File: config.mk
export PLATFORM = sky130hd
export DESIGN_NAME = sslpq_ctrl
export DESIGN_NICKNAME = d
export VERILOG_FILES = /design/src/hw/sslpq_pkg.sv /design/src/hw/sslpq_ctrl.sv
export SDC_FILE = /design/constraint.sdc
export NUM_CORES = 1
export LEC_CHECK = 0
export BUFFER_PORTS_ARGS = -buffer_cell sky130_fd_sc_hd__buf_2
export CAP_MARGIN = 5
export CORE_ASPECT_RATIO = 0.9
export CORE_UTILIZATION = 42
export CTS_CLUSTER_SIZE = 20
export DETAILED_ROUTE_END_ITERATION = 8
export PLACE_DENSITY_LB_ADDON = 0.05
export SYNTH_ARGS = -nofsm -noshare
export SYNTH_HDL_FRONTEND = slang
export SYNTH_SLANG_ARGS = --single-unit
File: constraint.sdc
create_clock -name clock_i -period 1.3 [get_ports clock_i]
set_input_delay 0.13 -clock clock_i [delete_from_list [all_inputs] [get_ports clock_i]]
set_output_delay 0.13 -clock clock_i [all_outputs]
set_load 0.02 [all_outputs]
File: src/hw/sslpq_pkg.sv
package sslpq_pkg;
    localparam int LANES = 4;
    localparam int CLK_PERIOD_NS = 10;
    // entry is a longest time, recovery a least time, both two clock periods
    localparam int SLEEP_ENTRY_NS = 2 * CLK_PERIOD_NS;
    localparam int SLEEP_RECOVER_NS = 2 * CLK_PERIOD_NS;
    localparam int ENTRY_CYC_I = (SLEEP_ENTRY_NS / CLK_PERIOD_NS) < 1 ? 1 : (SLEEP_ENTRY_NS / CLK_PERIOD_NS);
    localparam int RECOVER_CYC_I = (SLEEP_RECOVER_NS + CLK_PERIOD_NS - 1) / CLK_PERIOD_NS;
    localparam logic [1:0] ENTRY_CYC = ENTRY_CYC_I[1:0];
    localparam logic [1:0] RECOVER_CYC = RECOVER_CYC_I[1:0];
    localparam logic [1:0] CNT_RST = 2'h0;
    localparam logic [LANES-1:0] LANES_ALL = 4'hf;
    localparam logic [LANES-1:0] LANES_NONE = 4'h0;

    typedef enum logic [1:0] {
        SSLPQ_AWAKE,
        SSLPQ_ENTER,
        SSLPQ_SLEEP,
        SSLPQ_RECOVER
    } sslpq_state_e;
endpackage : sslpq_pkg

File: src/hw/sslpq_ctrl.sv
`timescale 1ns/1ps
module sslpq_ctrl
    import sslpq_pkg::*;
(
    input wire logic clock_i,
    input wire logic rst_n_i,
    input wire logic sleep_request_i,
    input wire logic select_one_n_i,
    input wire logic select_two_i,
    input wire logic select_three_n_i,
    input wire logic cpu_addr_strobe_n_i,
    input wire logic ctl_addr_strobe_n_i,
    input wire logic burst_step_n_i,
    input wire logic linear_order_n_i,
    input wire logic write_enable_n_i,
    input wire logic all_byte_write_n_i,
    input wire logic [LANES-1:0] lane_write_n_i,
    input wire logic output_enable_n_i,
    output logic chip_sel_o,
    output logic write_o,
    output logic [LANES-1:0] lane_write_o,
    output logic dq_oe_n_o,
    output logic clk_run_o,
    output logic asleep_o,
    output logic read_valid_o,
    output logic burst_linear_o
);
    sslpq_state_e state_r;
    sslpq_state_e state_nxt;
    logic [1:0] cnt_r;
    logic [1:0] cnt_nxt;
    logic strobe;
    logic en_dec;
    logic wr_dec;
    logic [LANES-1:0] lanes_dec;
    logic awake;
    logic sel_nxt;
    logic wr_nxt;
    logic [LANES-1:0] lanes_nxt;

    assign strobe = ~cpu_addr_strobe_n_i | ~ctl_addr_strobe_n_i;
    assign en_dec = ~select_one_n_i & select_two_i & ~select_three_n_i;
    assign wr_dec = ~all_byte_write_n_i | (~write_enable_n_i & |(~lane_write_n_i));
    assign awake = (state_r == SSLPQ_AWAKE);

    always_comb begin
        if (!all_byte_write_n_i) begin
            lanes_dec = LANES_ALL;
        end else if (!write_enable_n_i) begin
            lanes_dec = ~lane_write_n_i;
        end else begin
            lanes_dec = LANES_NONE;
        end
    end

    // sleep sequencing
    always_comb begin
        state_nxt = state_r;
        cnt_nxt = cnt_r;
        case (state_r)
            SSLPQ_AWAKE: begin
                if (sleep_request_i) begin
                    state_nxt = SSLPQ_ENTER;
                    cnt_nxt = ENTRY_CYC - 2'h1;
                end
            end
            SSLPQ_ENTER: begin
                if (!sleep_request_i) begin
                    state_nxt = SSLPQ_RECOVER;
                    cnt_nxt = RECOVER_CYC - 2'h1;
                end else if (cnt_r <= 2'h1) begin
                    state_nxt = SSLPQ_SLEEP;
                end else begin
                    cnt_nxt = cnt_r - 2'h1;
                end
            end
            SSLPQ_SLEEP: begin
                if (!sleep_request_i) begin
                    state_nxt = SSLPQ_RECOVER;
                    cnt_nxt = RECOVER_CYC - 2'h1;
                end
            end
            SSLPQ_RECOVER: begin
                // a fresh request during recovery goes straight back toward sleep
                if (sleep_request_i) begin
                    state_nxt = SSLPQ_ENTER;
                    cnt_nxt = ENTRY_CYC - 2'h1;
                end else if (cnt_r <= 2'h1) begin
                    state_nxt = SSLPQ_AWAKE;
                end else begin
                    cnt_nxt = cnt_r - 2'h1;
                end
            end
            default: begin
                state_nxt = SSLPQ_AWAKE;
                cnt_nxt = CNT_RST;
            end
        endcase
    end

    always_ff @(posedge clock_i or negedge rst_n_i) begin
        if (!rst_n_i) begin
            state_r <= SSLPQ_AWAKE;
            cnt_r <= CNT_RST;
        end else begin
            state_r <= state_nxt;
            cnt_r <= cnt_nxt;
        end
    end

    // cycle qualification; no new cycle outside the awake state
    always_comb begin
        sel_nxt = chip_sel_o;
        wr_nxt = write_o;
        lanes_nxt = lane_write_o;
        // dropping on the first request edge keeps stale reads from looking valid
        if (state_nxt != SSLPQ_AWAKE || !awake) begin
            sel_nxt = 1'b0;
            wr_nxt = 1'b0;
            lanes_nxt = LANES_NONE;
        end else if (strobe) begin
            sel_nxt = en_dec;
            wr_nxt = en_dec & wr_dec;
            lanes_nxt = en_dec ? lanes_dec : LANES_NONE;
        end else if (chip_sel_o && !burst_step_n_i) begin
            // burst continuation requalifies the write on each beat
            wr_nxt = wr_dec;
            lanes_nxt = lanes_dec;
        end
    end

    always_ff @(posedge clock_i or negedge rst_n_i) begin
        if (!rst_n_i) begin
            chip_sel_o <= 1'b0;
            write_o <= 1'b0;
            lane_write_o <= LANES_NONE;
        end else begin
            chip_sel_o <= sel_nxt;
            write_o <= wr_nxt;
            lane_write_o <= lanes_nxt;
        end
    end

    // output enable has no say during a write, so drivers stay off
    always_ff @(posedge clock_i or negedge rst_n_i) begin
        if (!rst_n_i) begin
            dq_oe_n_o <= 1'b1;
        end else begin
            dq_oe_n_o <= ~(sel_nxt & ~wr_nxt & ~output_enable_n_i);
        end
    end

    // internal clock tree runs only while not asleep
    always_ff @(posedge clock_i or negedge rst_n_i) begin
        if (!rst_n_i) begin
            clk_run_o <= 1'b1;
            asleep_o <= 1'b0;
        end else begin
            clk_run_o <= (state_nxt != SSLPQ_SLEEP);
            asleep_o <= (state_nxt == SSLPQ_SLEEP);
        end
    end

    // read data flagged unreliable from request until fully awake again
    always_ff @(posedge clock_i or negedge rst_n_i) begin
        if (!rst_n_i) begin
            read_valid_o <= 1'b0;
            burst_linear_o <= 1'b0;
        end else begin
            read_valid_o <= sel_nxt & ~wr_nxt & ~sleep_request_i & (state_nxt == SSLPQ_AWAKE);
            // order pin is static; only sampled to hand to the burst counter
            burst_linear_o <= ~linear_order_n_i;
        end
    end

    AST_WRITE_DECODE: assert property (@(posedge clock_i) disable iff (!rst_n_i)
        (awake && sleep_request_i == 1'b0 && strobe && en_dec) |=> (write_o == $past(wr_dec)))
        else $error("write qualification mismatch");

    AST_LANE_DECODE: assert property (@(posedge clock_i) disable iff (!rst_n_i)
        (awake && !sleep_request_i && strobe && en_dec && !all_byte_write_n_i) |=> (lane_write_o == LANES_ALL))
        else $error("all byte write did not select every lane");

    AST_ENABLE_DECODE: assert property (@(posedge clock_i) disable iff (!rst_n_i)
        (awake && !sleep_request_i && strobe) |=> (chip_sel_o == $past(en_dec)))
        else $error("chip enable decode mismatch");

    AST_OE_IGNORED: assert property (@(posedge clock_i) disable iff (!rst_n_i)
        (chip_sel_o && write_o) |-> dq_oe_n_o)
        else $error("data drivers on during a write");

    AST_SLEEP_ENTRY: assert property (@(posedge clock_i) disable iff (!rst_n_i)
        (awake && sleep_request_i) ##1 sleep_request_i |=> (asleep_o && !chip_sel_o))
        else $error("sleep not reached deselected after two cycles");

    AST_CLOCK_GATED: assert property (@(posedge clock_i) disable iff (!rst_n_i)
        asleep_o |-> (!clk_run_o && state_r == SSLPQ_SLEEP))
        else $error("internal clock running in sleep");

    AST_ASLEEP_IDLE: assert property (@(posedge clock_i) disable iff (!rst_n_i)
        (asleep_o && strobe) |=> (!chip_sel_o && !write_o && lane_write_o == LANES_NONE))
        else $error("access performed while asleep");

    AST_RECOVER_HOLD: assert property (@(posedge clock_i) disable iff (!rst_n_i)
        $fell(asleep_o) |-> (!chip_sel_o && !write_o) [*2])
        else $error("access during recovery window");

    AST_SLEEP_DESELECT: assert property (@(posedge clock_i) disable iff (!rst_n_i)
        (awake && sleep_request_i) |=> (!chip_sel_o && !write_o && !read_valid_o))
        else $error("selection kept after sleep request");

    AST_SLEEP_HOLD: assert property (@(posedge clock_i) disable iff (!rst_n_i)
        (state_r != SSLPQ_AWAKE) |=> (!chip_sel_o && !write_o && lane_write_o == LANES_NONE))
        else $error("cycle taken outside the awake state");

    AST_OE_HELD_WRITE: assert property (@(posedge clock_i) disable iff (!rst_n_i)
        (awake && !sleep_request_i && !strobe && burst_step_n_i && write_o) |=> (write_o && dq_oe_n_o))
        else $error("write dropped or drivers on while output enable moved");

    AST_BURST_REQUAL: assert property (@(posedge clock_i) disable iff (!rst_n_i)
        (awake && !sleep_request_i && !strobe && chip_sel_o && !burst_step_n_i) |=> (write_o == $past(wr_dec)))
        else $error("burst beat write qualification mismatch");

    AST_NO_WRITE: assert property (@(posedge clock_i) disable iff (!rst_n_i)
        (awake && !sleep_request_i && strobe && all_byte_write_n_i && write_enable_n_i)
        |=> (!write_o && lane_write_o == LANES_NONE))
        else $error("write flagged with write inputs idle");
endmodule : sslpq_ctrl

After elaboration in Yosys (flattened, before gate mapping). Cells that the tools add are included.

Magnitude comparators: 1. Reductions and logical operators: 10. Bitwise gates (word level): 22. Multiplexer cells: 24. Add/subtract/negate cells: 1. Eq/ne operators: 7.

Operators with widths (count): 4-bit two-way mux (6); 2-bit two-way mux (11); 2-bit case mux with 4 select lines (2); 1-bit NOT (11); 1-bit AND (8); 2-bit equality test, second input constant (3); 2-bit != test, second input constant (3); 1-bit two-way mux (5); 2-bit zero test (2); 4-bit NOT (1); 4-bit OR reduction (1); 3-bit nonzero test (1); 2-bit by 1-bit equality test with 1-bit output, second input constant (1); 2-bit by 1-bit <= comparator with 1-bit output, second input constant (1); 1-bit zero test (2); 1-bit bitwise OR (2); 2-bit AND reduction (1); 2-bit nonzero test (1); 2-bit by 1-bit subtractor with 2-bit output, second input constant (1); 1-bit logical AND (1); 1-bit logical OR (1).

Input port bits: 17. Word-level logic and storage cells: 75. Register bits after elaboration: 15. Output and inout port bits: 11.

Depth between registers and ports, before layout. Gate-level depths: netlist (run 1).

Depth after elaboration: 11. Gate-level depth with buffers: 5. Gate-level depth less buffers: 5.

Worst setup path after synthesis (run 1). Ideal clock, no wire load.

Kind: register to register. From: reg cnt_r[0]. To: reg asleep_o. Slack: -0.044 ns. Cell stages (with the launch flop): 5. Path buffers: 0. Period minus slack after synthesis: 1.344 ns. Data required time: 1.235 ns. Library setup time: 0.065 ns. Arrival: 1.279 ns. Cells stage by stage: dfrtp_1 ha_1 or2b_1 a211oi_1 o22a_1.

Cells in the longest elaborated chain, start to end: 5. Elaborated cells on any way between the ends: 7. Classes of those cells: order compare: 1; eq/ne: 1; mux: 5.

Ends and longest elaborated chain: from (decl) (RTL line sslpq_ctrl.sv:30) `logic [1:0] cnt_r;`; from (signal assigned) (RTL line sslpq_ctrl.sv:107) `cnt_r <= cnt_nxt;`; 2-bit by 1-bit <= comparator with 1-bit output (*) (RTL line sslpq_ctrl.sv:71, sslpq_ctrl.sv:88); 2-bit two-way mux, on equally long branches (RTL line sslpq_ctrl.sv:88, sslpq_ctrl.sv:71); 2-bit two-way mux, on equally long branches (RTL line sslpq_ctrl.sv:85, sslpq_ctrl.sv:68); 2-bit case mux with 4 select lines (*) (RTL line sslpq_ctrl.sv:60) `case (state_r)`; 2-bit equality test (*) (RTL line sslpq_ctrl.sv:160) `asleep_o <= (state_nxt == SSLPQ_SLEEP);`; to (signal assigned) (RTL line sslpq_ctrl.sv:160); to (decl) (RTL line sslpq_ctrl.sv:24) `output logic asleep_o,`.

Every way passes the cells marked *; elsewhere a longest branch is shown, timed or not. A chain may end at the register's enable or synchronous reset.

Final worst setup path (run 1). Same ends and word-level chain as after synthesis.

==> run metrics, run 1 <==
status=finished, final reports clean; vias in the first global route=about 620; post-synth top area share=0.4377; VDD IR max=roughly 1100 µV; I/O Pins=28; Yosys Warn Count=0; clock sink count=15; final slew viol count=0; Synth Area in Simple Gates=0.2155; Final GP Congestion=roughly 0.75; Iter 0 DRT Violations=11; register bit total from synthesis=15; Crit path arrival time=1.49 ns; XOR/XNOR share of the synthesized area=0.02189; Synth Cell Area=about 740 µm²; DR pass1 iterations=4; Fin. Hold Viols=0; Post-synth ARST share=1.000; Max-slew headroom=0.7424; I/O Buffers=27; Worst-Margin Slew=0.3841 ns; P&R area growth vs syn=35.69%; CTS buffer count=3; Clock transition at path regs=roughly 0.090 ns; count of cell types in the netlist=30; DRC=0; Net Count, Synth=90; number of max-cap violations=0; Max Freq=788.9 MHz; critical path class=reg2reg; postcts setup bufs=0; layout cells sized above 1=0.4393; Vias/cell=4.916; Layout Nets=around 130; Post-synth EDFFs=0; met2 Resource Use GR=0.2778; root buf cell=clkbuf_4; Post-Synth Adder-Cell Area=0.03367; synthesized instance count=between 70 and 80; H-tree depth reported by CTS=1; Most used DFF post-synth=dfrtp_1; minimum period implied by the final worst setup slack=1.268 ns; die height=about 42 µm; post-synthesis compound-gate area fraction=0.1650; most frequent cells after synthesis=dfrtp_1, nor2_1, inv_1; startpoint types=flip-flop; CTS tree=done; full die area=1942 µm²; Worst setup EP type=flip-flop; global-route usage over all layers=0.1782; Initial Utilization=0.4466; final wirelength=~1400 µm; Setup violations, final=0; Hold Crit Class=in2reg; Worst EP required=about 1.5 ns; global-route wire length before repair=roughly 2500 µm; worst skew pair latency=0.28 ns; main combinational cell family by area after synthesis=simple AND/OR/NAND/NOR gates; leak pwr=0.4842 nW; antenna violations before repair=0; post-synthesis sequential area ratio=0.5084; GR Overflow Total=0; Worst Path Max Fanout=3; clock buffer depth=2; vias post-DR=between 600 and 700; post-synthesis mux area share=0; final instance area=roughly 1000 µm²; r2r startpoint=cnt_r[0]; Placed Area=between 900 and 1000 µm²; Ant. Diodes=0; WHS=0.09413 ns; antenna-violating nets left=0; HPWL Detailed=roughly 1100 µm; count leader, synth=dfrtp_1; Die X=46.34 µm; Rows=14; cell taking the most area after synthesis=dfrtp_1; clock skew=between 0.004 and 0.005 ns; met3 GRT Util=0.06522; top post-synthesis cells by area=dfrtp_1, dfstp_2, nor2_1; Power Density=roughly 1300 nW/µm²; routing usage on met1=0.2254; unrepaired setup endpoints after global routing=yes; crit path launch=cnt_r[0]; Avg Inst Size Synth=between 10 and 15 µm²; largest net degree at the start of global routing=16; fin crit share=0.9751; HP Start=output_enable_n_i; drt wl/cell=between 10 and 15 µm; core area=1664 µm²; gr busiest metal=met2
## power breakdown
group | leakage (nW) | internal, mW | total, mW | switching (mW)
registers | 0.189 | 0.543 | 0.605 | 0.0614
clock network | 0.0150 | 0.119 | 0.259 | 0.140
logic | 0.280 | 0.215 | 0.473 | 0.258
## worst paths after layout
check                                  end  slack, ns  depth (start not counted)
min in group asynchronous       state_r[1]       0.27                          2
max reg2reg                       asleep_o       0.03                          4
min                              dq_oe_n_o       0.09                          3
min reg2reg                lane_write_o[3]       0.53                          2
max                               asleep_o       0.03                          4
max in group asynchronous        dq_oe_n_o       0.74                          2
## layer usage
metal / share of wire / wire (µm)
met5: 0 / 0
met4: 0.012 / 17
met3: 0.035 / 50
met2: 0.50 / 703
met1: 0.45 / 638
## what timing repair did
item / CTS / global route
endpoints found under the hold margin: 14 / 0
resized for setup: 1 / 4
hold buffers: 2 / 0
pin swaps: 2 / 2
setup endpoints to repair: 3 / 6
## worst max-delay path: stages (launching register included)
cell      delay [ns]
dfrtp_1         0.41
ha_4            0.17
or2b_1          0.24
a211oi_2        0.25
o22a_1          0.16
## kinds of logic after synthesis
kind of cell             Yosys count
AND/OR/NAND/NOR                   29
adder cells (fa/ha/maj)            2
AO/OA/AOI/OAI                     15
buffers and inverters              9
XOR/XNOR                           1
flip-flops                        15
## placed cells by master (no fill, tap or decap), drive strengths merged, types with 2 or more instances in the layout
cell type	netlist	layout
buf	1	31
dfrtp	13	13
nor2	12	12
inv	8	8
o32ai	4	4
clkbuf	0	4
nor3	3	3
and3b	2	2
and2	2	2
nor3b	2	2
nand3	2	2
dfstp	2	2
dlygate4sd3	0	2
a211oi	2	2
ha	2	2
## metrics by stage
step / setup TNS, ns / utilization / cells / power, mW / setup slack, ns
final: 0 / 0.6060 / 131 / 1.337 / 0.03236
after global routing: -0.1209 / 0.6060 / 131 / 1.435 / -0.05002
after CTS: 0 / 0.5917 / 131 / 1.334 / 0.003777
after detailed placement: -0.09509 / 0.5624 / 125 / 1.065 / -0.04864
after global placement: -0.01868 / 0.5624 / 125 / 1.059 / -0.01868
after floorplan: 0 / - / 71 / 0.9479 / 0.009177
## layout make-up
type,count,area (µm²)
Fill cell,151,655.6
Sequential cell,15,377.9
Multi-Input combinational cell,47,359.1
Timing Repair Buffer,33,185.2
Inverter,8,30.03
Tap cell,24,30.03
Clock buffer,4,26.28
## sequential cells by signal, summed over array words and instances, names as in the netlist
signal          cells
asleep_o            1
burst_linear_o      1
chip_sel_o          1
clk_run_o           1
cnt_r               2
dq_oe_n_o           1
lane_write_o        4
read_valid_o        1
state_r             2
write_o             1
Power figures use the tool's default switching activity.
==> run 2: changes to the inputs <==
--- a/config.mk
+++ b/config.mk
@@ -5,10 +5,12 @@
 export SDC_FILE = /design/constraint.sdc
 export NUM_CORES = 1
 export LEC_CHECK = 0
+export ABC_CLOCK_PERIOD_IN_PS = 1300
 export BUFFER_PORTS_ARGS = -buffer_cell sky130_fd_sc_hd__buf_2
 export CAP_MARGIN = 5
 export CORE_ASPECT_RATIO = 0.9
 export CORE_UTILIZATION = 42
+export CTS_BUF_LIST = sky130_fd_sc_hd__clkbuf_16
 export CTS_CLUSTER_SIZE = 20
 export DETAILED_ROUTE_END_ITERATION = 8
 export PLACE_DENSITY_LB_ADDON = 0.05
==> run metrics, run 2 (synthesized netlist as in run 1, its figures left out) <==
Ant. Diodes=0; Max Freq=approximately 780 MHz; Final GP Congestion=~0.75; Iter 0 DRT Violations=9; VDD IR max=1391 µV; final slew viol count=0; vias post-DR=approximately 640; global-route wire length before repair=between 2000 and 2500 µm; minimum period implied by the final worst setup slack=1.277 ns; vias in the first global route=between 600 and 700; number of flip-flops in the largest register=4; Worst EP required=1.48 ns; Top reg by flops=lane_write_o; crit path launch=cnt_r[0]; clock skew=0.002446 ns; status=finished, final reports clean; HPWL Detailed=about 1100 µm; DR pass1 iterations=4; die height=41.91 µm; CTS buffer count=3; Clock transition at path regs=0.05 ns; clock sink count=15; DRC=0; layout cells sized above 1=0.4434; Max-slew headroom=0.7424; critical path class=reg2reg; GR Overflow Total=0; global-route usage over all layers=0.1777; root buf cell=clkbuf_16; unrepaired setup endpoints after global routing=yes; worst skew pair latency=0.24 ns; Worst Path Max Fanout=3; worst setup margin=0.02273 ns; H-tree depth reported by CTS=1; largest net degree at the start of global routing=16; Worst Path Buf+Inv=0; HP Start=linear_order_n_i; CTS tree=done; slowest CP cell=dfrtp_1; leading cell type in the layout, fill and taps excluded=buf_2; Max stage delay on crit path=~0.4 ns; final wirelength=1437 µm; critical-path cell list=ha_4 > or2b_1 > a211oi_2 > o22a_1; clock buffer depth=2; core area=between 1500 and 2000 µm²; Rows=14; full die area=between 1500 and 2000 µm²; Setup violations, final=0; Die X=between 40 and 50 µm; I/O Pins=28; antenna violations before repair=0; Crit path arrival time=about 1.5 ns; startpoint types=flip-flop; fin crit share=0.9825; filler cell count=150; I/O Buffers=27; Hold Crit Class=in2reg; Worst-Margin Slew=slightly below 0.4 ns; DP Worst Slack=-0.04864 ns; Initial Utilization=0.4466; antenna-violating nets left=0; Layout Nets=126; Fin. Hold Viols=0; CP top delay family=compound AO/OA/AOI/OAI gates; Largest regs=lane_write_o (4), cnt_r (2), state_r (2); Power Density=1576 nW/µm²; most frequent cells in the layout=buf_2, dfrtp_1, nor2_1, inv_1, buf_4; drt wl/cell=~11 µm; Vias/cell=4.885; r2r startpoint=cnt_r[0]; postcts setup bufs=0; P&R area growth vs syn=41.41%; number of max-cap violations=0; Design Power=approximately 1.7 mW; Worst setup EP type=flip-flop; leak pwr=around 0.51 nW
run 2: worst paths after layout:
check	end	depth (start not counted)	slack, ns
min in group asynchronous	state_r[1]	2	0.31
worst min register to register	lane_write_o[3]	2	0.52
worst max-delay path	asleep_o	4	0.02
worst min-delay path	burst_linear_o	2	0.03
max in group asynchronous	clk_run_o	2	0.70
worst max register to register	asleep_o	4	0.02
run 2: final cells by class:
cell class	instances	area, µm²	share of cell area
inverters	8	30.03	0.02857
repair buffers	32	175.2	0.1667
clock inverters	1	3.754	0.003571
multi-input cells	47	359.1	0.3417
clock buffers	3	75.07	0.07143
well taps	24	30.03	0.02857
flip-flops and latches	15	377.9	0.3595
run 2: repair_timing:
item	in CTS	in global routing
hold buffers	1	0
resized for setup	1	4
setup endpoints to repair	3	7
hold endpoints to repair	13	0
pin swaps	2	1
run 2: power breakdown:
part	leakage (nW)	internal [mW]	total, mW	switching (mW)
Sequential	0.189	0.546	0.608	0.0624
Combinational	0.276	0.213	0.472	0.259
Clock	0.0423	0.406	0.576	0.171
Total	0.507	1.16	1.66	0.492
run 2: routing by layer:
layer / vias up / track usage / share of wire
met2: 17 / 0.2806 / 0.49
met1: 291 / 0.2207 / 0.46
met5: - / 0 / 0
met4: 0 / 0.03529 / 0.0056
met3: 2 / 0.07826 / 0.045
li1: 325 / - / -
run 2: per-stage QoR:
step,instance area [µm²],TNS (ns),std cells,hold slack [ns],utilization
floorplan,752.0,0,71,-0.1656,-
global placement,935.9,-0.01868,125,0.04482,0.5624
detailed placement,935.9,-0.09509,125,0.04801,0.5624
CTS,1027,0,130,0.02453,0.6173
global route,1051,-0.1398,130,0.01933,0.6316
finish,1051,0,130,0.02963,0.6316
==> run 3: changes to the inputs <==
--- a/config.mk
+++ b/config.mk
@@ -5,14 +5,14 @@
 export SDC_FILE = /design/constraint.sdc
 export NUM_CORES = 1
 export LEC_CHECK = 0
-export ABC_CLOCK_PERIOD_IN_PS = 1300
-export BUFFER_PORTS_ARGS = -buffer_cell sky130_fd_sc_hd__buf_2
+export ABC_CLOCK_PERIOD_IN_PS = 1100
 export CAP_MARGIN = 5
 export CORE_ASPECT_RATIO = 0.9
-export CORE_UTILIZATION = 42
+export CORE_UTILIZATION = 45
 export CTS_BUF_LIST = sky130_fd_sc_hd__clkbuf_16
 export CTS_CLUSTER_SIZE = 20
 export DETAILED_ROUTE_END_ITERATION = 8
+export DONT_BUFFER_PORTS = 1
 export PLACE_DENSITY_LB_ADDON = 0.05
 export SYNTH_ARGS = -nofsm -noshare
 export SYNTH_HDL_FRONTEND = slang
==> constraint.sdc (replaced) <==
create_clock -name clock_i -period 1.1 [get_ports clock_i]
set_input_delay 0.11 -clock clock_i [delete_from_list [all_inputs] [get_ports clock_i]]
set_output_delay 0.11 -clock clock_i [all_outputs]
set_load 0.02 [all_outputs]
==> run metrics, run 3 (synthesized netlist as in run 1, its figures left out) <==
final wirelength=1387 µm; global-route usage over all layers=0.1717; Initial Utilization=0.4967; CTS tree=done; met3 GRT Util=0.08559; largest net degree at the start of global routing=16; Die X=around 45 µm; fin crit share=1.195; Hold Crit Class=in2reg; Placed Area=around 850 µm²; clock sink count=15; Worst setup EP type=flip-flop; vias in the first global route=approximately 490; Fin. Hold Viols=0; failing checks=setup timing; Worst Path Max Fanout=3; Sw Pwr=0.6316 mW; Crit path arrival time=around 1.5 ns; minimum period implied by the final worst setup slack=1.314 ns; status=finished with violations; Worst EP required=1.28 ns; gr busiest metal=met2; Layout Nets=approximately 110; internal power=between 1 and 1.5 mW; final slew viol count=0; critical path class=reg2reg; combinational share of power=0.318; startpoint types=flip-flop; met2 Resource Use GR=0.2794; P&R area growth vs syn=42.93%; DR pass1 iterations=3; worst skew pair latency=0.24 ns; Flop pwr share=0.362; global-route wire length before repair=between 2000 and 2500 µm; DRC=0; routing usage on met1=0.2039; GR Overflow Total=0; drt wl/cell=~13 µm; Power Density=roughly 2000 nW/µm²; HPWL Detailed=991.8 µm; Layout Cells excl Fill=roughly 110; number of max-cap violations=0; area occupied by multi-input gates=431.7 µm²; Iter 0 DRT Violations=10; Ant. Diodes=0; Placed Cells incl. Taps=between 100 and 150; leak pwr=about 0.45 nW; FF/Latch Area=between 300 and 400 µm²; setup TNS=-1.081 ns; I/O Pins=28; vias post-DR=around 570; filler cell count=around 120; root buf cell=clkbuf_16; H-tree depth reported by CTS=1; antenna violations before repair=0; antenna-violating nets left=0; Worst-Margin Slew=approximately 0.65 ns; core area=between 1000 and 1500 µm²; clock power share=0.320; Max-slew headroom=0.5680; full die area=1818 µm²; Rows=13; clock buffer depth=2; VDD IR max=1719 µV; Vias/cell=approximately 5.3; Largest regs=lane_write_o (4), cnt_r (2), state_r (2); CTS buffer count=3; number of flip-flops in the largest register=4; leading cell type in the layout, fill and taps excluded=dfrtp_1; clock skew=about 0.0033 ns; most frequent cells in the layout=dfrtp_1, nor2_1, inv_1, buf_4, o32ai_2; Design Power=approximately 2.1 mW; worst setup margin=-0.2142 ns; Top reg by flops=lane_write_o; I/O Buffers=0; unrepaired setup endpoints after global routing=yes; Final GP Congestion=approximately 0.75; sw frac=0.2996; layout cells sized above 1=0.4483; die height=roughly 41 µm; final instance area=~1100 µm²; Max Freq=760.9 MHz; Setup violations, final=13; Clock transition at path regs=around 0.05 ns
[run 3: cell count changes in the layout (fill, tap and decap cells not counted), sizes merged]
cell and change:
buf -20, dlygate4sd3 +1
[run 3: layout make-up]
type,instances,area share
Tap cell,22,0.02591
Multi-Input combinational cell,47,0.4064
Sequential cell,15,0.3581
Inverter,8,0.02827
Timing Repair Buffer,13,0.1072
Clock inverter,1,0.003534
Clock buffer,3,0.07067
[run 3: layer usage]
layer,share of wire,routed length (µm),up-vias
met3,0.062,86,2
li1,-,-,282
met5,0,0,-
met4,0.0029,4,0
met2,0.50,693,19
met1,0.43,603,270
[run 3: path summary, 6_finish.rpt]
kind                              startpoint               to  slack [ns]  cells past startpoint
setup / recovery                    cnt_r[0]         asleep_o       -0.21                      4
hold / removal             output_enable_n_i        dq_oe_n_o        0.03                      2
setup reg to reg                    cnt_r[0]         asleep_o       -0.21                      4
hold reg to reg              lane_write_o[3]  lane_write_o[3]        0.52                      2
max in group asynchronous            rst_n_i       state_r[1]        0.31                      1
min in group asynchronous            rst_n_i       state_r[0]        0.34                      1
[run 3: worst max-delay path, stage by stage (launching register included)]
cell      delay, ns
dfrtp_1        0.38
ha_2           0.19
or2b_1         0.25
a211oi_2       0.25
o22a_1         0.18
[run 3: power by group through the flow]
| stage | sequential (mW) | combinational [mW] | clock (mW) |
|---|---|---|---|
| global route | 0.773 | 0.731 | 0.723 |
| finish | 0.763 | 0.670 | 0.676 |
| detailed placement | 0.764 | 0.466 | 0 |
| CTS | 0.756 | 0.492 | 0.693 |
| global placement | 0.761 | 0.463 | 0 |
| floorplan | 0.759 | 0.367 | 0 |
[run 3: repair_timing]
| item | 4_1_cts | 5_1_grt |
|---|---|---|
| hold buffers | 2 | 0 |
| pin swaps | 0 | 9 |
| gates resized for setup | 0 | 19 |
| hold endpoints to repair | 16 | 0 |
| endpoints found under the setup margin | 11 | 14 |
| buffers inserted | 0 | 2 |
[run 3: metrics by stage]
stage	hold WS, ns	worst slack (ns)	utilization
after global routing	0.04846	-0.2987	0.7099
after detailed placement	-0.1853	-0.1859	0.5677
after global placement	-0.1853	-0.1438	0.5677
after CTS	0.02824	-0.2158	0.6338
after floorplan	-0.1856	-0.1461	-
final	0.02885	-0.2142	0.7099
